**config.mk**
```make
export PLATFORM = sky130hd
export DESIGN_NAME = fllcm_monitor
export DESIGN_NICKNAME = d
export VERILOG_FILES = /design/src/core/fllcm_monitor.v
export VERILOG_INCLUDE_DIRS = /design/src /design/src/core
export SDC_FILE = /design/constraint.sdc
export NUM_CORES = 1
export LEC_CHECK = 0
export ABC_CLOCK_PERIOD_IN_PS = 4120
export BUFFER_PORTS_ARGS = -buffer_cell sky130_fd_sc_hd__buf_2
export CAP_MARGIN = 10
export CELL_PAD_IN_SITES_DETAIL_PLACEMENT = 0
export CELL_PAD_IN_SITES_GLOBAL_PLACEMENT = 1
export CORE_MARGIN = 2
export CORE_UTILIZATION = 46
export CTS_BUF_LIST = sky130_fd_sc_hd__clkbuf_2 sky130_fd_sc_hd__clkbuf_4 sky130_fd_sc_hd__clkbuf_8
export CTS_CLUSTER_SIZE = 28
export DETAILED_ROUTE_END_ITERATION = 10
export MAX_ROUTING_LAYER = met4
export PLACE_DENSITY_LB_ADDON = 0.15
export SKIP_LAST_GASP = 1
export SLEW_MARGIN = 0
export SYNTH_ARGS = -nofsm -noshare
export SYNTH_HDL_FRONTEND = slang
export SYNTH_SLANG_ARGS = --single-unit
```
**constraint.sdc**
```tcl
create_clock -name clk -period 4.12 [get_ports clk]
set_clock_uncertainty 0.2 [all_clocks]
set_input_delay 1.236 -clock clk [delete_from_list [all_inputs] [get_ports clk]]
set_output_delay 1.236 -clock clk [all_outputs]
set_load 0.02 [all_outputs]
```
**src/core/fllcm_defines.vh**
```
// Register offsets, field positions, mode codes and timing counts of the clock-loss monitor
`ifndef FLLCM_DEFINES_VH
`define FLLCM_DEFINES_VH
// ---------------------------------------------------------------
// Register offsets
// ---------------------------------------------------------------
`define FLLCM_ADDR_CTRL1      2'h0
`define FLLCM_ADDR_CTRL2      2'h1
`define FLLCM_ADDR_STAT1      2'h2
`define FLLCM_ADDR_STAT2      2'h3
// ---------------------------------------------------------------
// Control 1 fields
// ---------------------------------------------------------------
`define FLLCM_C1_SEL_HI       5
`define FLLCM_C1_SEL_LO       4
`define FLLCM_C1_MONDIS       1
// ---------------------------------------------------------------
// Control 2 fields
// ---------------------------------------------------------------
`define FLLCM_C2_LOCK_LOSS_RESET_ENABLE        7
`define FLLCM_C2_MFD_HI       6
`define FLLCM_C2_MFD_LO       4
`define FLLCM_C2_CLOCK_LOSS_RESET_ENABLE        3
`define FLLCM_C2_RFD_HI       2
`define FLLCM_C2_RFD_LO       0
// ---------------------------------------------------------------
// Status 1 fields
// ---------------------------------------------------------------
`define FLLCM_S1_IF           0
`define FLLCM_S1_EXT_REFERENCE_STATUS         1
`define FLLCM_S1_CLOCK_LOST_FLAG         2
`define FLLCM_S1_LOCK         3
`define FLLCM_S1_LOCK_LOST_FLAG         4
// ---------------------------------------------------------------
// Reset values and mode codes (clock-select encoding)
// ---------------------------------------------------------------
`define FLLCM_C1_RESET        8'h00
`define FLLCM_C2_RESET        8'h30
`define FLLCM_MODE_SCM        2'h0
`define FLLCM_MODE_FEI        2'h1
`define FLLCM_MODE_FBE        2'h2
`define FLLCM_MODE_FEE        2'h3
// ---------------------------------------------------------------
// Timing counts (lock/unlock error windows in oscillator edges / timeouts in system cycles)
// ---------------------------------------------------------------
`define FLLCM_LOCK_WIN        8'h02
`define FLLCM_UNLOCK_WIN      8'h04
`define FLLCM_REF_TIMEOUT     8'hFF
`define FLLCM_OSC_TIMEOUT     8'h10
`endif

```
**src/core/fllcm_monitor.v**
```verilog
// Frequency-locked-loop lock and clock-loss monitor with mode switching
// Function
// - Count oscillator edges per reference period, subtract multiply factor into signed error.
// - Lock bit sets only when error sits inside the lock window.
// - Lock bit clears when off, self-clocked, or loop bypassed.
// - Error leaving unlock window after lock sets sticky lock-lost flag.
// - Expected unlock conditions never set the lock-lost flag.
// - Lock loss gives system reset if its enable set, else interrupt.
// - Status read then writing one to interrupt flag clears lost flags.
// - Oscillator-stable sets when error steady over two samples and oscillator toggles.
// - Oscillator-stable clears when generator is off.
// - External-reference status shows reference meets minimum frequency.
// - Bypassed-external loses reference: go self-clocked, hold frequency.
// - Engaged-external loses reference: go self-clocked, hold frequencies.
// - Engaged-external unlocked loses reference: output frequency doubles.
// - Engaged-external loses oscillator: go bypassed-external, output is reference over divider.
// - Engaged-internal loses oscillator: go self-clocked, hold frequencies.
// - Self-clocked is reset mode and ignores the reference.
// - Automatic switch updates both clock-select and clock-status fields.
// - Clock loss sets clock-lost flag, reset if enabled, else interrupt.
// - Engaged clock loss also loses lock; lock reset overrides clock interrupt.
// - Monitor disable bit turns off clock-loss monitoring.
//
// Design decisions made here: the register addresses and strobed register access.
`timescale 1ns/1ps
`include "fllcm_defines.vh"

module fllcm_monitor #(
   parameter CNT_W = 8
) (
   input  wire             clk,
   input  wire             rst,
   input  wire [1:0]       reg_addr,
   input  wire [7:0]       reg_wdata,
   input  wire             reg_wr,
   input  wire             reg_rd,
   output reg  [7:0]       reg_rdata,
   input  wire             external_reference_clock,
   input  wire             oscillator_output_clock,
   input  wire             gen_off,
   output wire             irq,
   output reg              sys_reset_req,
   output wire [1:0]       clock_mode_status,
   output wire             hold_freq,
   output wire             double_freq,
   output wire [2:0]       out_divider
);

   // ---------------------------------------------------------------
   // Pin synchronisers and edge detect
   // ---------------------------------------------------------------
   reg  [2:0]       ref_sync_ff;
   reg  [2:0]       osc_sync_ff;
   wire             ref_edge;
   wire             osc_edge;

   // Two stages before use, third stage only for edge detection
   always @(posedge clk) begin
      if (rst) begin
         ref_sync_ff <= 3'h0;
         osc_sync_ff <= 3'h0;
      end else begin
         ref_sync_ff <= {ref_sync_ff[1:0], external_reference_clock};
         osc_sync_ff <= {osc_sync_ff[1:0], oscillator_output_clock};
      end
   end
   assign ref_edge = ref_sync_ff[1] & ~ref_sync_ff[2];
   assign osc_edge = osc_sync_ff[1] & ~osc_sync_ff[2];

   // ---------------------------------------------------------------
   // Registers
   // ---------------------------------------------------------------
   reg  [7:0]       ctrl1_ff;
   reg  [7:0]       ctrl2_ff;
   reg  [1:0]       mode_ff;
   reg              lock_ff;
   reg              lock_lost_flag_ff;
   reg              clock_lost_flag_ff;
   reg              if_ff;
   reg              ext_reference_status_ff;
   reg              oscillator_stable_ff;
   reg              unlocked_loss_ff;
   reg              stat_read_ff;
   reg  [CNT_W-1:0] osc_cnt_ff;
   reg  signed [CNT_W:0] err_ff;
   reg  signed [CNT_W:0] prev_err_ff;
   reg  [1:0]       steady_ff;
   reg  [7:0]       ref_tmo_ff;
   reg  [7:0]       osc_tmo_ff;

   wire [1:0]       sel_field;
   wire             mon_dis;
   wire             lock_loss_reset_enable;
   wire             clock_loss_reset_enable;
   wire [CNT_W-1:0] mult;
   wire             uses_ref;
   wire             uses_osc;
   wire             engaged;

   assign sel_field = ctrl1_ff[`FLLCM_C1_SEL_HI:`FLLCM_C1_SEL_LO];
   assign mon_dis   = ctrl1_ff[`FLLCM_C1_MONDIS];
   assign lock_loss_reset_enable     = ctrl2_ff[`FLLCM_C2_LOCK_LOSS_RESET_ENABLE];
   assign clock_loss_reset_enable     = ctrl2_ff[`FLLCM_C2_CLOCK_LOSS_RESET_ENABLE];
   // Multiply factor scaled so small factors still give useful counts
   assign mult      = {{(CNT_W-5){1'b0}},
                       ctrl2_ff[`FLLCM_C2_MFD_HI:`FLLCM_C2_MFD_LO], 2'h0};
   assign uses_ref  = (mode_ff == `FLLCM_MODE_FEE) | (mode_ff == `FLLCM_MODE_FBE);
   assign uses_osc  = (mode_ff == `FLLCM_MODE_FEE) | (mode_ff == `FLLCM_MODE_FEI);
   assign engaged   = uses_osc;

   // Signed magnitude test used by lock, unlock and stability checks
   function in_window;
      input signed [CNT_W:0] val;
      input [7:0]            lim;
      reg   signed [CNT_W:0] slim;
      begin
         slim = $signed({{(CNT_W-7){1'b0}}, lim});
         in_window = (val <= slim) && (val >= -slim);
      end
   endfunction

   // ---------------------------------------------------------------
   // Count error per reference period
   // ---------------------------------------------------------------
   wire signed [CNT_W:0] cur_err;
   wire signed [CNT_W:0] err_delta;
   assign cur_err   = $signed({1'b0, osc_cnt_ff}) - $signed({1'b0, mult});
   assign err_delta = cur_err - err_ff;

   always @(posedge clk) begin
      if (rst) begin
         osc_cnt_ff  <= {CNT_W{1'b0}};
         err_ff      <= {(CNT_W+1){1'b0}};
         prev_err_ff <= {(CNT_W+1){1'b0}};
      end else if (ref_edge) begin
         // sample error at each reference edge
         osc_cnt_ff  <= {{(CNT_W-1){1'b0}}, osc_edge};
         err_ff      <= cur_err;
         prev_err_ff <= err_ff;
      end else if (osc_edge && (osc_cnt_ff != {CNT_W{1'b1}})) begin
         osc_cnt_ff  <= osc_cnt_ff + {{(CNT_W-1){1'b0}}, 1'b1};
      end
   end

   // ---------------------------------------------------------------
   // Clock-loss timers
   // ---------------------------------------------------------------
   wire ref_lost;
   wire osc_lost;
   // Timeouts measured in system cycles; a stuck pin saturates its timer
   always @(posedge clk) begin
      if (rst) begin
         ref_tmo_ff <= 8'h00;
         osc_tmo_ff <= 8'h00;
      end else begin
         ref_tmo_ff <= ref_edge ? 8'h00 :
                       (ref_tmo_ff == `FLLCM_REF_TIMEOUT) ? ref_tmo_ff : ref_tmo_ff + 8'h01;
         osc_tmo_ff <= osc_edge ? 8'h00 :
                       (osc_tmo_ff == `FLLCM_OSC_TIMEOUT) ? osc_tmo_ff : osc_tmo_ff + 8'h01;
      end
   end
   assign ref_lost = (ref_tmo_ff == `FLLCM_REF_TIMEOUT);
   assign osc_lost = (osc_tmo_ff == `FLLCM_OSC_TIMEOUT);

   // ---------------------------------------------------------------
   // Loss events
   // ---------------------------------------------------------------
   wire expected_unlock;
   wire ext_loss_ev;
   wire osc_loss_ev;
   wire clk_loss_ev;
   wire lock_loss_ev;
   wire lock_ok;
   wire unlock_out;

   // off, self-clocked and bypassed are expected unlocks
   assign expected_unlock = gen_off | ~engaged;
   assign ext_loss_ev  = ~mon_dis & ~gen_off & uses_ref & ref_lost;
   assign osc_loss_ev  = ~mon_dis & ~gen_off & uses_osc & osc_lost;
   assign clk_loss_ev  = ext_loss_ev | osc_loss_ev;
   assign lock_ok      = in_window(err_ff, `FLLCM_LOCK_WIN);
   assign unlock_out   = ~in_window(err_ff, `FLLCM_UNLOCK_WIN);
   // only unexpected loss counts; engaged clock loss also drops lock
   assign lock_loss_ev = lock_ff & ~expected_unlock & (unlock_out | clk_loss_ev);

   // ---------------------------------------------------------------
   // Mode control and register writes
   // ---------------------------------------------------------------
   reg [1:0] nxt_mode;
   reg       nxt_unl;
   always @* begin
      nxt_mode = mode_ff;
      nxt_unl  = unlocked_loss_ff;
      if (reg_wr && (reg_addr == `FLLCM_ADDR_CTRL1)) begin
         nxt_mode = reg_wdata[`FLLCM_C1_SEL_HI:`FLLCM_C1_SEL_LO];
         nxt_unl  = 1'b0;
      end
      if (ext_loss_ev) begin
         nxt_mode = `FLLCM_MODE_SCM;
         nxt_unl  = (mode_ff == `FLLCM_MODE_FEE) & ~lock_ff;
      end else if (osc_loss_ev) begin
         // engaged-external to bypassed-external; engaged-internal to self
         nxt_mode = (mode_ff == `FLLCM_MODE_FEE) ? `FLLCM_MODE_FBE : `FLLCM_MODE_SCM;
         nxt_unl  = 1'b0;
      end
   end

   always @(posedge clk) begin
      if (rst) begin
         ctrl1_ff         <= `FLLCM_C1_RESET;
         ctrl2_ff         <= `FLLCM_C2_RESET;
         mode_ff          <= `FLLCM_MODE_SCM;
         unlocked_loss_ff <= 1'b0;
      end else begin
         mode_ff          <= nxt_mode;
         unlocked_loss_ff <= nxt_unl;
         if (reg_wr && (reg_addr == `FLLCM_ADDR_CTRL2))
            ctrl2_ff <= reg_wdata;
         // automatic switch rewrites the select field
         if (clk_loss_ev)
            ctrl1_ff <= {ctrl1_ff[7:6], nxt_mode, ctrl1_ff[3:0]};
         else if (reg_wr && (reg_addr == `FLLCM_ADDR_CTRL1))
            ctrl1_ff <= {reg_wdata[7:1], 1'b0};
      end
   end

   // ---------------------------------------------------------------
   // Status flags
   // ---------------------------------------------------------------
   wire clr_seq;
   // status read must precede the write of one to the interrupt flag
   assign clr_seq = stat_read_ff & reg_wr & (reg_addr == `FLLCM_ADDR_STAT1) &
                    reg_wdata[`FLLCM_S1_IF];

   always @(posedge clk) begin
      if (rst) begin
         lock_ff       <= 1'b0;
         lock_lost_flag_ff       <= 1'b0;
         clock_lost_flag_ff       <= 1'b0;
         if_ff         <= 1'b0;
         ext_reference_status_ff       <= 1'b0;
         oscillator_stable_ff       <= 1'b0;
         steady_ff     <= 2'h0;
         stat_read_ff  <= 1'b0;
         sys_reset_req <= 1'b0;
      end else begin
         if (reg_rd && (reg_addr == `FLLCM_ADDR_STAT1))
            stat_read_ff <= 1'b1;
         else if (reg_wr && (reg_addr == `FLLCM_ADDR_STAT1))
            stat_read_ff <= 1'b0;
         // expected unlock clears lock; lock needs lock window
         if (expected_unlock || lock_loss_ev)
            lock_ff <= 1'b0;
         else if (ref_edge && lock_ok && !lock_ff)
            lock_ff <= 1'b1;
         // sticky lock-lost, set wins over clear
         if (lock_loss_ev)
            lock_lost_flag_ff <= 1'b1;
         else if (clr_seq)
            lock_lost_flag_ff <= 1'b0;
         if (clk_loss_ev)
            clock_lost_flag_ff <= 1'b1;
         else if (clr_seq)
            clock_lost_flag_ff <= 1'b0;
         // interrupt flag on events not turned into reset; lock reset wins
         if ((lock_loss_ev && !lock_loss_reset_enable) || (clk_loss_ev && !clock_loss_reset_enable && !(lock_loss_ev && lock_loss_reset_enable)))
            if_ff <= 1'b1;
         else if (clr_seq)
            if_ff <= 1'b0;
         sys_reset_req <= (lock_loss_ev & lock_loss_reset_enable) | (clk_loss_ev & clock_loss_reset_enable);
         ext_reference_status_ff <= ~ref_lost;
         // two consecutive steady samples with a toggling oscillator
         if (ref_edge)
            steady_ff <= in_window(err_delta, `FLLCM_UNLOCK_WIN) ?
                         {steady_ff[0], 1'b1} : 2'h0;
         if (gen_off)
            oscillator_stable_ff <= 1'b0;
         else
            oscillator_stable_ff <= (&steady_ff) & ~osc_lost;
      end
   end

   // ---------------------------------------------------------------
   // Read port, data in the cycle after the strobe
   // ---------------------------------------------------------------
   always @(posedge clk) begin
      if (rst) begin
         reg_rdata <= 8'h00;
      end else if (reg_rd) begin
         if (reg_addr == `FLLCM_ADDR_CTRL1)
            reg_rdata <= ctrl1_ff;
         else if (reg_addr == `FLLCM_ADDR_CTRL2)
            reg_rdata <= ctrl2_ff;
         else if (reg_addr == `FLLCM_ADDR_STAT1)
            reg_rdata <= {mode_ff, 1'b0, lock_lost_flag_ff, lock_ff, clock_lost_flag_ff, ext_reference_status_ff, if_ff};
         else
            reg_rdata <= {7'h00, oscillator_stable_ff};
      end else begin
         reg_rdata <= 8'h00;
      end
   end

   // ---------------------------------------------------------------
   // Outputs toward clock tree
   // ---------------------------------------------------------------
   // status field follows the live mode
   assign clock_mode_status = mode_ff;
   assign irq               = if_ff;
   // held frequency after a clock loss into self-clocked, except an unlocked engaged-external one
   assign hold_freq         = (mode_ff == `FLLCM_MODE_SCM) & clock_lost_flag_ff & ~unlocked_loss_ff;
   assign double_freq       = unlocked_loss_ff;
   // bypassed output is reference over divider
   assign out_divider       = ctrl2_ff[`FLLCM_C2_RFD_HI:`FLLCM_C2_RFD_LO];

endmodule // fllcm_monitor

```
==> key figures, run 1 <==
Routing
  • Vias: 3,045
  • Via/cell ratio: roughly 5.2
  • Routed WL: 8170 microns
  • Wire per inst: 14.1 microns
  • Drt drc: 0
  • Antenna-violating nets left: 0
  • First DRT Iteration DRCs: 100
  • Total iterations of the first detailed-routing run: 4

Clocking
  • Hold Buf Count CTS: 0
  • Post_cts resized: 0
  • Clk Latency, worst-skew pair: 0.35 ns
  • Htree depth: 3
  • Clk sink count: 75
  • CTS buffer count: 9
  • Root Buffer: clkbuf_8
  • CTS tree: done
  • Clk pin slew, worst setup/hold paths: 0.07 ns
  • Post-CTS Setup Bufs: 0
  • Max clock buf depth: 2

Power and ir drop
  • Int Power: 1.06 mW
  • NetSw: 0.379 mW
  • Worst IR drop on VDD: 240 uV
  • Switching share of power: 0.264
  • Cell area power density: 348 nW/um^2
  • Clock Power Share: 0.357
  • Register share of total power: 0.531
  • Share of total power in combinational logic: 0.113
  • Leak pwr: 1.68 nW

Worst setup path
  • Worst-path maximum fanout: 7
  • Setup CP Type: flip-flop to flip-flop
  • CP Launch Type: flip-flop
  • Crit end category: flip-flop
  • Worst Path Arrival: 3.31 ns
  • Req. time, crit path: approximately 4.2 ns

GRT
  • GRT Resource Usage Total: 0.202
  • GRT met2 Usage: 0.310
  • Global-route wire length before repair: 13,600 microns
  • Global route hottest layer: met2
  • Grt total ovfl: 0
  • Met1 Resource Use GR: 0.273
  • Met3 Resource Use GR: 0.0546
  • Initial antenna violation count: 0
  • Pin count of the biggest net entering global routing: 42
  • Vias in the first global route: 2,863

Synth
  • Post-Syn Instances: around 440
  • EDFF count, synth: 0
  • Library cells used by synthesis: 54
  • Asr flop ratio synth: 0
  • Sequential area share after synthesis: 0.403
  • Yosys warns: 0
  • Netlist Area Pre-Place: ~3700 sq um
  • Synthesis-stage register bit count: 75
  • Post-synth top area share: 0.403
  • Synth area leaders: dfxtp_1, nor2_1, ha_1
  • Commonest cells post-synth: dfxtp_1, nor2_1, nand2_1
  • Avg Synthesized Cell Area: 8.39 sq um
  • Post-synth top flop: dfxtp_1
  • Net Count, Synth: ~480
  • Most numerous cell in the Yosys netlist: dfxtp_1
  • Largest area contributor in the netlist: dfxtp_1

STA
  • Worst relative slew slack: 0.454
  • Hold Vio Cnt, Final: 0
  • RSZ-0062 raised after global routing: false
  • Tcrit/Tclk final: 0.786
  • Fin Setup TNS: 0 ns
  • Max Freq: 309 MHz
  • Final setup fails: 0
  • Slew Limit Fails: 0
  • Worst-margin pin slew: 0.818 ns
  • Fin crit period: about 3.2 ns

Layout
  • Layout cell share with drive strength beyond 1: 0.140
  • Fillers: 775
  • Layout Nets: between 500 and 600
  • Area Overhead vs Synth: 10.7%
  • Final instance area: 4130 sq um
  • N_diodes: 0
  • Non-filler cells, final: 581

Die
  • Ports: 34
  • Initial core utilization: 0.480
  • Die Area: 8830 sq um
  • Core Area: roughly 8000 sq um
  • Die extent in x: 94.0 microns
  • Num rows: 32
  • Die height: about 94 microns

Place
  • Placed insts: 566
  • IO buf count: 33
  • Dpl hpwl: 5970 microns
  • Placement Cell Area: 3950 sq um
  • Routability congestion estimate: 0.841

Flow run
  • # Max-Cap Violations: 0

Min path
  • Hold Path Class: flip-flop to flip-flop

Run status
  • Outcome: complete, no violations
-- cells by family after synthesis --
family / Yosys count / synth area share
AOI/OAI and AO/OA: 76 / 0.124
xor gates and xnor gates: 25 / 0.0588
adders and majority gates: 17 / 0.0611
buffers and inverters: 39 / 0.0470
DFF: 75 / 0.403
muxes: 14 / 0.0380
and+or+nand+nor: 198 / 0.268
-- registers in the layout, indices dropped and copies added, names as in the netlist, 7 cells and up --
register	cells
ctrl1_ff	7
ref_tmo_ff	8
err_ff	9
ctrl2_ff	8
reg_rdata	8
osc_tmo_ff	8
osc_cnt_ff	8
-- layout make-up --
class / instances / area (sq um) / share of cell area
Tap cell: 102 / 128 / 0.0309
Clock inverter: 4 / 26.3 / 0.00637
Sequential cell: 75 / 1500 / 0.364
Multi-Input combinational cell: 330 / 2050 / 0.497
Timing Repair Buffer: 35 / 180 / 0.0437
Clock buffer: 11 / 151 / 0.0367
Inverter: 24 / 90.1 / 0.0218
-- per-layer routing --
layer / vias to the layer above / part of all wire
li1: 1580 / -
met1: 1408 / 0.49
met2: 49 / 0.46
met3: 8 / 0.043
met4: 0 / 0.0070
met5: - / 0
-- worst max-delay path, stage by stage (launching register included) --
cell,delay (ns)
dfxtp_1,0.40
inv_1,0.06
ha_1,0.28
nor2b_1,0.12
o21ai_0,0.14
nand2b_1,0.11
nor3_1,0.18
xor2_1,0.12
ha_1,0.40
or3b_2,0.47
o211ai_1,0.24
nand4_1,0.12
a2bb2oi_1,0.17
o21ai_0,0.16
-- per-stage QoR --
| stage | setup slack, ns | power [mW] | utilization | hold WS (ns) |
|---|---|---|---|---|
| floorplan | 1.16 | 0.896 | - | 0.214 |
| global placement | 0.962 | 0.939 | 0.508 | 0.219 |
| detailed placement | 0.905 | 0.940 | 0.508 | 0.236 |
| CTS | 0.874 | 1.45 | 0.531 | 0.257 |
| global route | 0.582 | 1.50 | 0.531 | 0.271 |
| finish | 0.883 | 1.44 | 0.531 | 0.252 |
-- final timing paths --
kind | startpoint | to | slack, ns | depth (start not counted)
max | ctrl2_ff[5] | steady_ff[1] | 0.88 | 13
min | ref_sync_ff[0] | ref_sync_ff[1] | 0.25 | 1
max reg2reg | ctrl2_ff[5] | steady_ff[1] | 0.88 | 13
min reg2reg | ref_sync_ff[0] | ref_sync_ff[1] | 0.25 | 1
-- power groups by stage --
stage | clock, mW | sequential [mW] | combinational [mW]
2_1_floorplan | 0 | 0.776 | 0.120
3_3_place_gp | 0 | 0.778 | 0.161
3_5_place_dp | 0 | 0.779 | 0.161
4_1_cts | 0.526 | 0.762 | 0.162
5_1_grt | 0.555 | 0.765 | 0.184
6_report | 0.512 | 0.761 | 0.161
-- placed cells by master, fill, tap and decap left out, types with 2 or more instances in the layout --
| cell | count |
|---|---|
| a2bb2oi_1 | 2 |
| clkinv_2 | 2 |
| nor2_1 | 61 |
| mux2i_1 | 13 |
| dfxtp_1 | 75 |
| nor4_1 | 3 |
| a21oi_1 | 37 |
| nand2b_1 | 5 |
| ha_1 | 15 |
| nand4_1 | 8 |
| buf_2 | 33 |
| buf_4 | 2 |
| and2_1 | 3 |
| fa_1 | 2 |
| nand2_1 | 48 |
| o21ai_0 | 10 |
| or3_1 | 2 |
| a22oi_1 | 4 |
| a211oi_1 | 10 |
| o211ai_1 | 2 |
| xnor2_1 | 12 |
| nor3_1 | 5 |
| and3_1 | 7 |
| inv_1 | 24 |
| a21boi_0 | 2 |
| nor2b_1 | 14 |
| nand2b_2 | 2 |
| clkbuf_8 | 11 |
| a31oi_1 | 3 |
| nand3_1 | 23 |
| or2_2 | 2 |
| xor2_1 | 13 |
No activity file was read; power rests on OpenSTA's default activity.
==> inputs of run 2 (changes only) <==
--- a/config.mk
+++ b/config.mk
@@ -6,13 +6,13 @@
 export SDC_FILE = /design/constraint.sdc
 export NUM_CORES = 1
 export LEC_CHECK = 0
-export ABC_CLOCK_PERIOD_IN_PS = 4120
+export ABC_CLOCK_PERIOD_IN_PS = 2900
 export BUFFER_PORTS_ARGS = -buffer_cell sky130_fd_sc_hd__buf_2
 export CAP_MARGIN = 10
 export CELL_PAD_IN_SITES_DETAIL_PLACEMENT = 0
 export CELL_PAD_IN_SITES_GLOBAL_PLACEMENT = 1
 export CORE_MARGIN = 2
-export CORE_UTILIZATION = 46
+export CORE_UTILIZATION = 42
 export CTS_BUF_LIST = sky130_fd_sc_hd__clkbuf_2 sky130_fd_sc_hd__clkbuf_4 sky130_fd_sc_hd__clkbuf_8
 export CTS_CLUSTER_SIZE = 28
 export DETAILED_ROUTE_END_ITERATION = 10
==> constraint.sdc (replaced) <==
create_clock -name clk -period 2.9 [get_ports clk]
set_clock_uncertainty 0.2 [all_clocks]
set_input_delay 0.87 -clock clk [delete_from_list [all_inputs] [get_ports clk]]
set_output_delay 0.87 -clock clk [all_outputs]
set_load 0.02 [all_outputs]
==> run 2 against run 1 <==
The flow now finishes with violations (setup timing). Routed wire length up 7.0%. Cell count up 6.2%. Sequential share of layout area down 2.8 points. Critical path depth unchanged. Sequential power up 42%. Non-clock buffer count up 29. Largest power group unchanged. Highest routed layer unchanged.
==> key figures, run 2 (synthesized netlist as in run 1, its figures left out) <==
STA
  • WHS: 0.247 ns (-0.00513 ns)
  • Worst-margin pin slew: 0.861 ns (+0.0426 ns)
  • Hold Vio Cnt, Final: 0 (unchanged)
  • RSZ-0062 raised after global routing: true
  • Final setup margin: -0.0580 ns (-0.941 ns)
  • Fin Setup TNS: -0.113 ns (-0.113 ns)
  • Slew Limit Fails: 0 (unchanged)
  • Worst relative slew slack: 0.425 (-0.0284)
  • Max Freq: 338 MHz (+9.4%)
  • Final setup fails: 2 (+2)
  • Fin crit period: 2.96 ns (-0.279 ns)
  • Tcrit/Tclk final: 1.02 (+0.234)

GRT
  • Vias in the first global route: 2,955 (+3.2%)
  • Global-route wire length before repair: 14,400 microns (+5.7%)
  • GRT Resource Usage Total: 0.191 (-0.0104)
  • Initial antenna violation count: 0 (unchanged)
  • Grt total ovfl: 0 (unchanged)
  • Pin count of the biggest net entering global routing: 22 (-48%)

Routing
  • Vias: 3,173 (+4.2%)
  • Wire per inst: 14.2 microns (+0.72%)
  • Antenna-violating nets left: 0 (unchanged)
  • Drt drc: 0 (unchanged)
  • Routed WL: 8740 microns (+7.0%)
  • Via/cell ratio: 5.14 (-1.9%)
  • First DRT Iteration DRCs: 111 (+11%)
  • Total iterations of the first detailed-routing run: 4 (unchanged)

Power and ir drop
  • Switching share of power: 0.288 (+0.0232)
  • Int Power: 1.51 mW (+43%)
  • Clock Power Share: 0.357 (about the same)
  • Register share of total power: 0.511 (-0.020)
  • Share of total power in combinational logic: 0.131 (+0.018)
  • NetSw: 0.608 mW (+60%)
  • Leak pwr: 1.84 nW (+9.5%)
  • Cell area power density: 471 nW/um^2 (+35%)
  • Worst IR drop on VDD: 262 uV (+9.4%)

Layout
  • Most frequent cells in the layout: dfxtp_1, nor2_1, nand2_1
  • N_diodes: 0 (unchanged)
  • Largest Register: err_ff
  • Sequential standard cell area: 1510 sq um (+0.33%)
  • Layout Nets: 538 (+5.7%)
  • Leading cell type in the layout, fill and taps excluded: dfxtp_1
  • Multi-input logic area: 2170 sq um (+5.9%)
  • Area Overhead vs Synth: 20.4%
  • Layout cell share with drive strength beyond 1: 0.238 (+0.0978)
  • Non-filler cells, final: 617 (+6.2%)
  • Max reg flops: 9 (unchanged)
  • Fillers: 856 (+10%)

Worst setup path
  • Slowest CP cell: fa_2
  • Crit end category: flip-flop
  • Worst Path Arrival: 3.03 ns (-0.28 ns)
  • Path depth of the worst reg2reg path: 13 (unchanged)
  • Worst-path maximum fanout: 5 (-2)
  • Crit path cell chain: inv_2 -> ha_4 -> fa_2 -> inv_2 -> ha_4 -> buf_6 -> o211ai_1 -> a31oi_1 -> nand2b_1 -> xor2_1 -> nand2_1 -> a2bb2oi_2 -> a21oi_2
  • Top delay family on crit path: adder cells
  • Reg2Reg Setup Slack: -0.06 ns (-0.94 ns)
  • FF-to-FF End: steady_ff[0]
  • Crit path buf inv count: 3 (+2)
  • Setup CP Type: flip-flop to flip-flop
  • Worst Setup SP: osc_cnt_ff[2]
  • CP Launch Type: flip-flop
  • Req. time, crit path: 2.97 ns (-1.22 ns)
  • Worst path max stage delay: 0.55 ns (+0.08 ns)
  • Reg-to-reg startpoint: osc_cnt_ff[2]

Run status
  • Outcome: finished with violations
  • Violated checks: setup timing

Place
  • Routability congestion estimate: 0.915 (+8.9%)
  • Placed insts: 597 (+5.5%)
  • Dpl hpwl: 6480 microns (+8.5%)
  • IO buf count: 33 (unchanged)

Clocking
  • Hold Buf Count CTS: 0 (unchanged)
  • Max clock buf depth: 2 (unchanged)
  • Clk sink count: 75 (unchanged)
  • Root Buffer: clkbuf_8
  • Clk Latency, worst-skew pair: 0.34 ns (about the same)
  • Htree depth: 3 (unchanged)
  • CTS tree: done
  • Clk pin slew, worst setup/hold paths: 0.09 ns (+0.02 ns)
  • CTS buffer count: 9 (unchanged)

Die
  • Num rows: 34 (+6.3%)
  • Die height: 98.2 microns (+4.5%)
  • Initial core utilization: 0.429 (-0.0503)
  • Die extent in x: 98.2 microns (+4.5%)
  • Core Area: 8680 sq um (+12%)
  • Ports: 34 (unchanged)
  • Die Area: 9640 sq um (+9.1%)

Flow run
  • # Max-Cap Violations: 0 (unchanged)

Min path
  • Hold Path Origin: osc_sync_ff[0]
  • Hold Path Class: flip-flop to flip-flop
  • Worst Hold Path EP: osc_sync_ff[1]
  • Hold path cells: 1 (unchanged)
run 2: stage by stage:
stage,area [sq um],util,setup WS [ns],power (mW)
3_3_place_gp,4150,0.478,-0.0543,1.36
6_report,4490,0.517,-0.0580,2.11
4_1_cts,4430,0.510,-0.0333,2.12
2_1_floorplan,3730,-,0.0144,1.27
3_5_place_dp,4150,0.478,-0.160,1.36
5_1_grt,4490,0.517,-0.260,2.22
run 2: how the worst max path moves through the flow:
stage / end / slack [ns] / cells past startpoint
after global routing: steady_ff[1] / -0.26 / 12
after detailed placement: steady_ff[1] / -0.16 / 14
after floorplan: steady_ff[1] / 0.01 / 12
after CTS: steady_ff[0] / -0.03 / 15
final: steady_ff[0] / -0.06 / 13
after global placement: steady_ff[0] / -0.05 / 13
run 2: power groups by stage:
| stage | Sequential [mW] | Combinational, mW | Clock [mW] |
|---|---|---|---|
| after global routing | 1.08 | 0.309 | 0.829 |
| after detailed placement | 1.10 | 0.253 | 0 |
| final | 1.08 | 0.278 | 0.755 |
| after global placement | 1.10 | 0.252 | 0 |
| after CTS | 1.08 | 0.266 | 0.778 |
| after floorplan | 1.10 | 0.171 | 0 |
run 2: metal layers:
metal / up-vias / global-route usage / routed length, microns
met5: - / - / 0
met4: 0 / 0.0685 / 113
met3: 12 / 0.0315 / 307
met2: 58 / 0.271 / 3780
met1: 1465 / 0.275 / 4540
li1: 1638 / - / -
run 2: repair_timing:
item	in CTS	in global routing
pin swaps	15	10
endpoints found under the hold margin	0	0
resized for setup	18	11
buffers inserted	3	1
setup endpoints to repair	2	2
run 2: worst register-to-register path, stage by stage, from the launching register on:
cell       delay (ns)
dfxtp_2          0.34
inv_2            0.05
ha_4             0.17
fa_2             0.55
inv_2            0.05
ha_4             0.28
buf_6            0.11
o211ai_1         0.09
a31oi_1          0.24
nand2b_1         0.16
xor2_1           0.24
nand2_1          0.11
a2bb2oi_2        0.18
a21oi_2          0.14
run 2: final cells by class:
class | instances | area share
Multi-Input combinational cell | 330 | 0.484
Tap cell | 108 | 0.0301
Sequential cell | 75 | 0.336
Inverter | 24 | 0.0201
Timing Repair Buffer | 64 | 0.0895
Clock buffer | 9 | 0.0276
Clock inverter | 7 | 0.0131
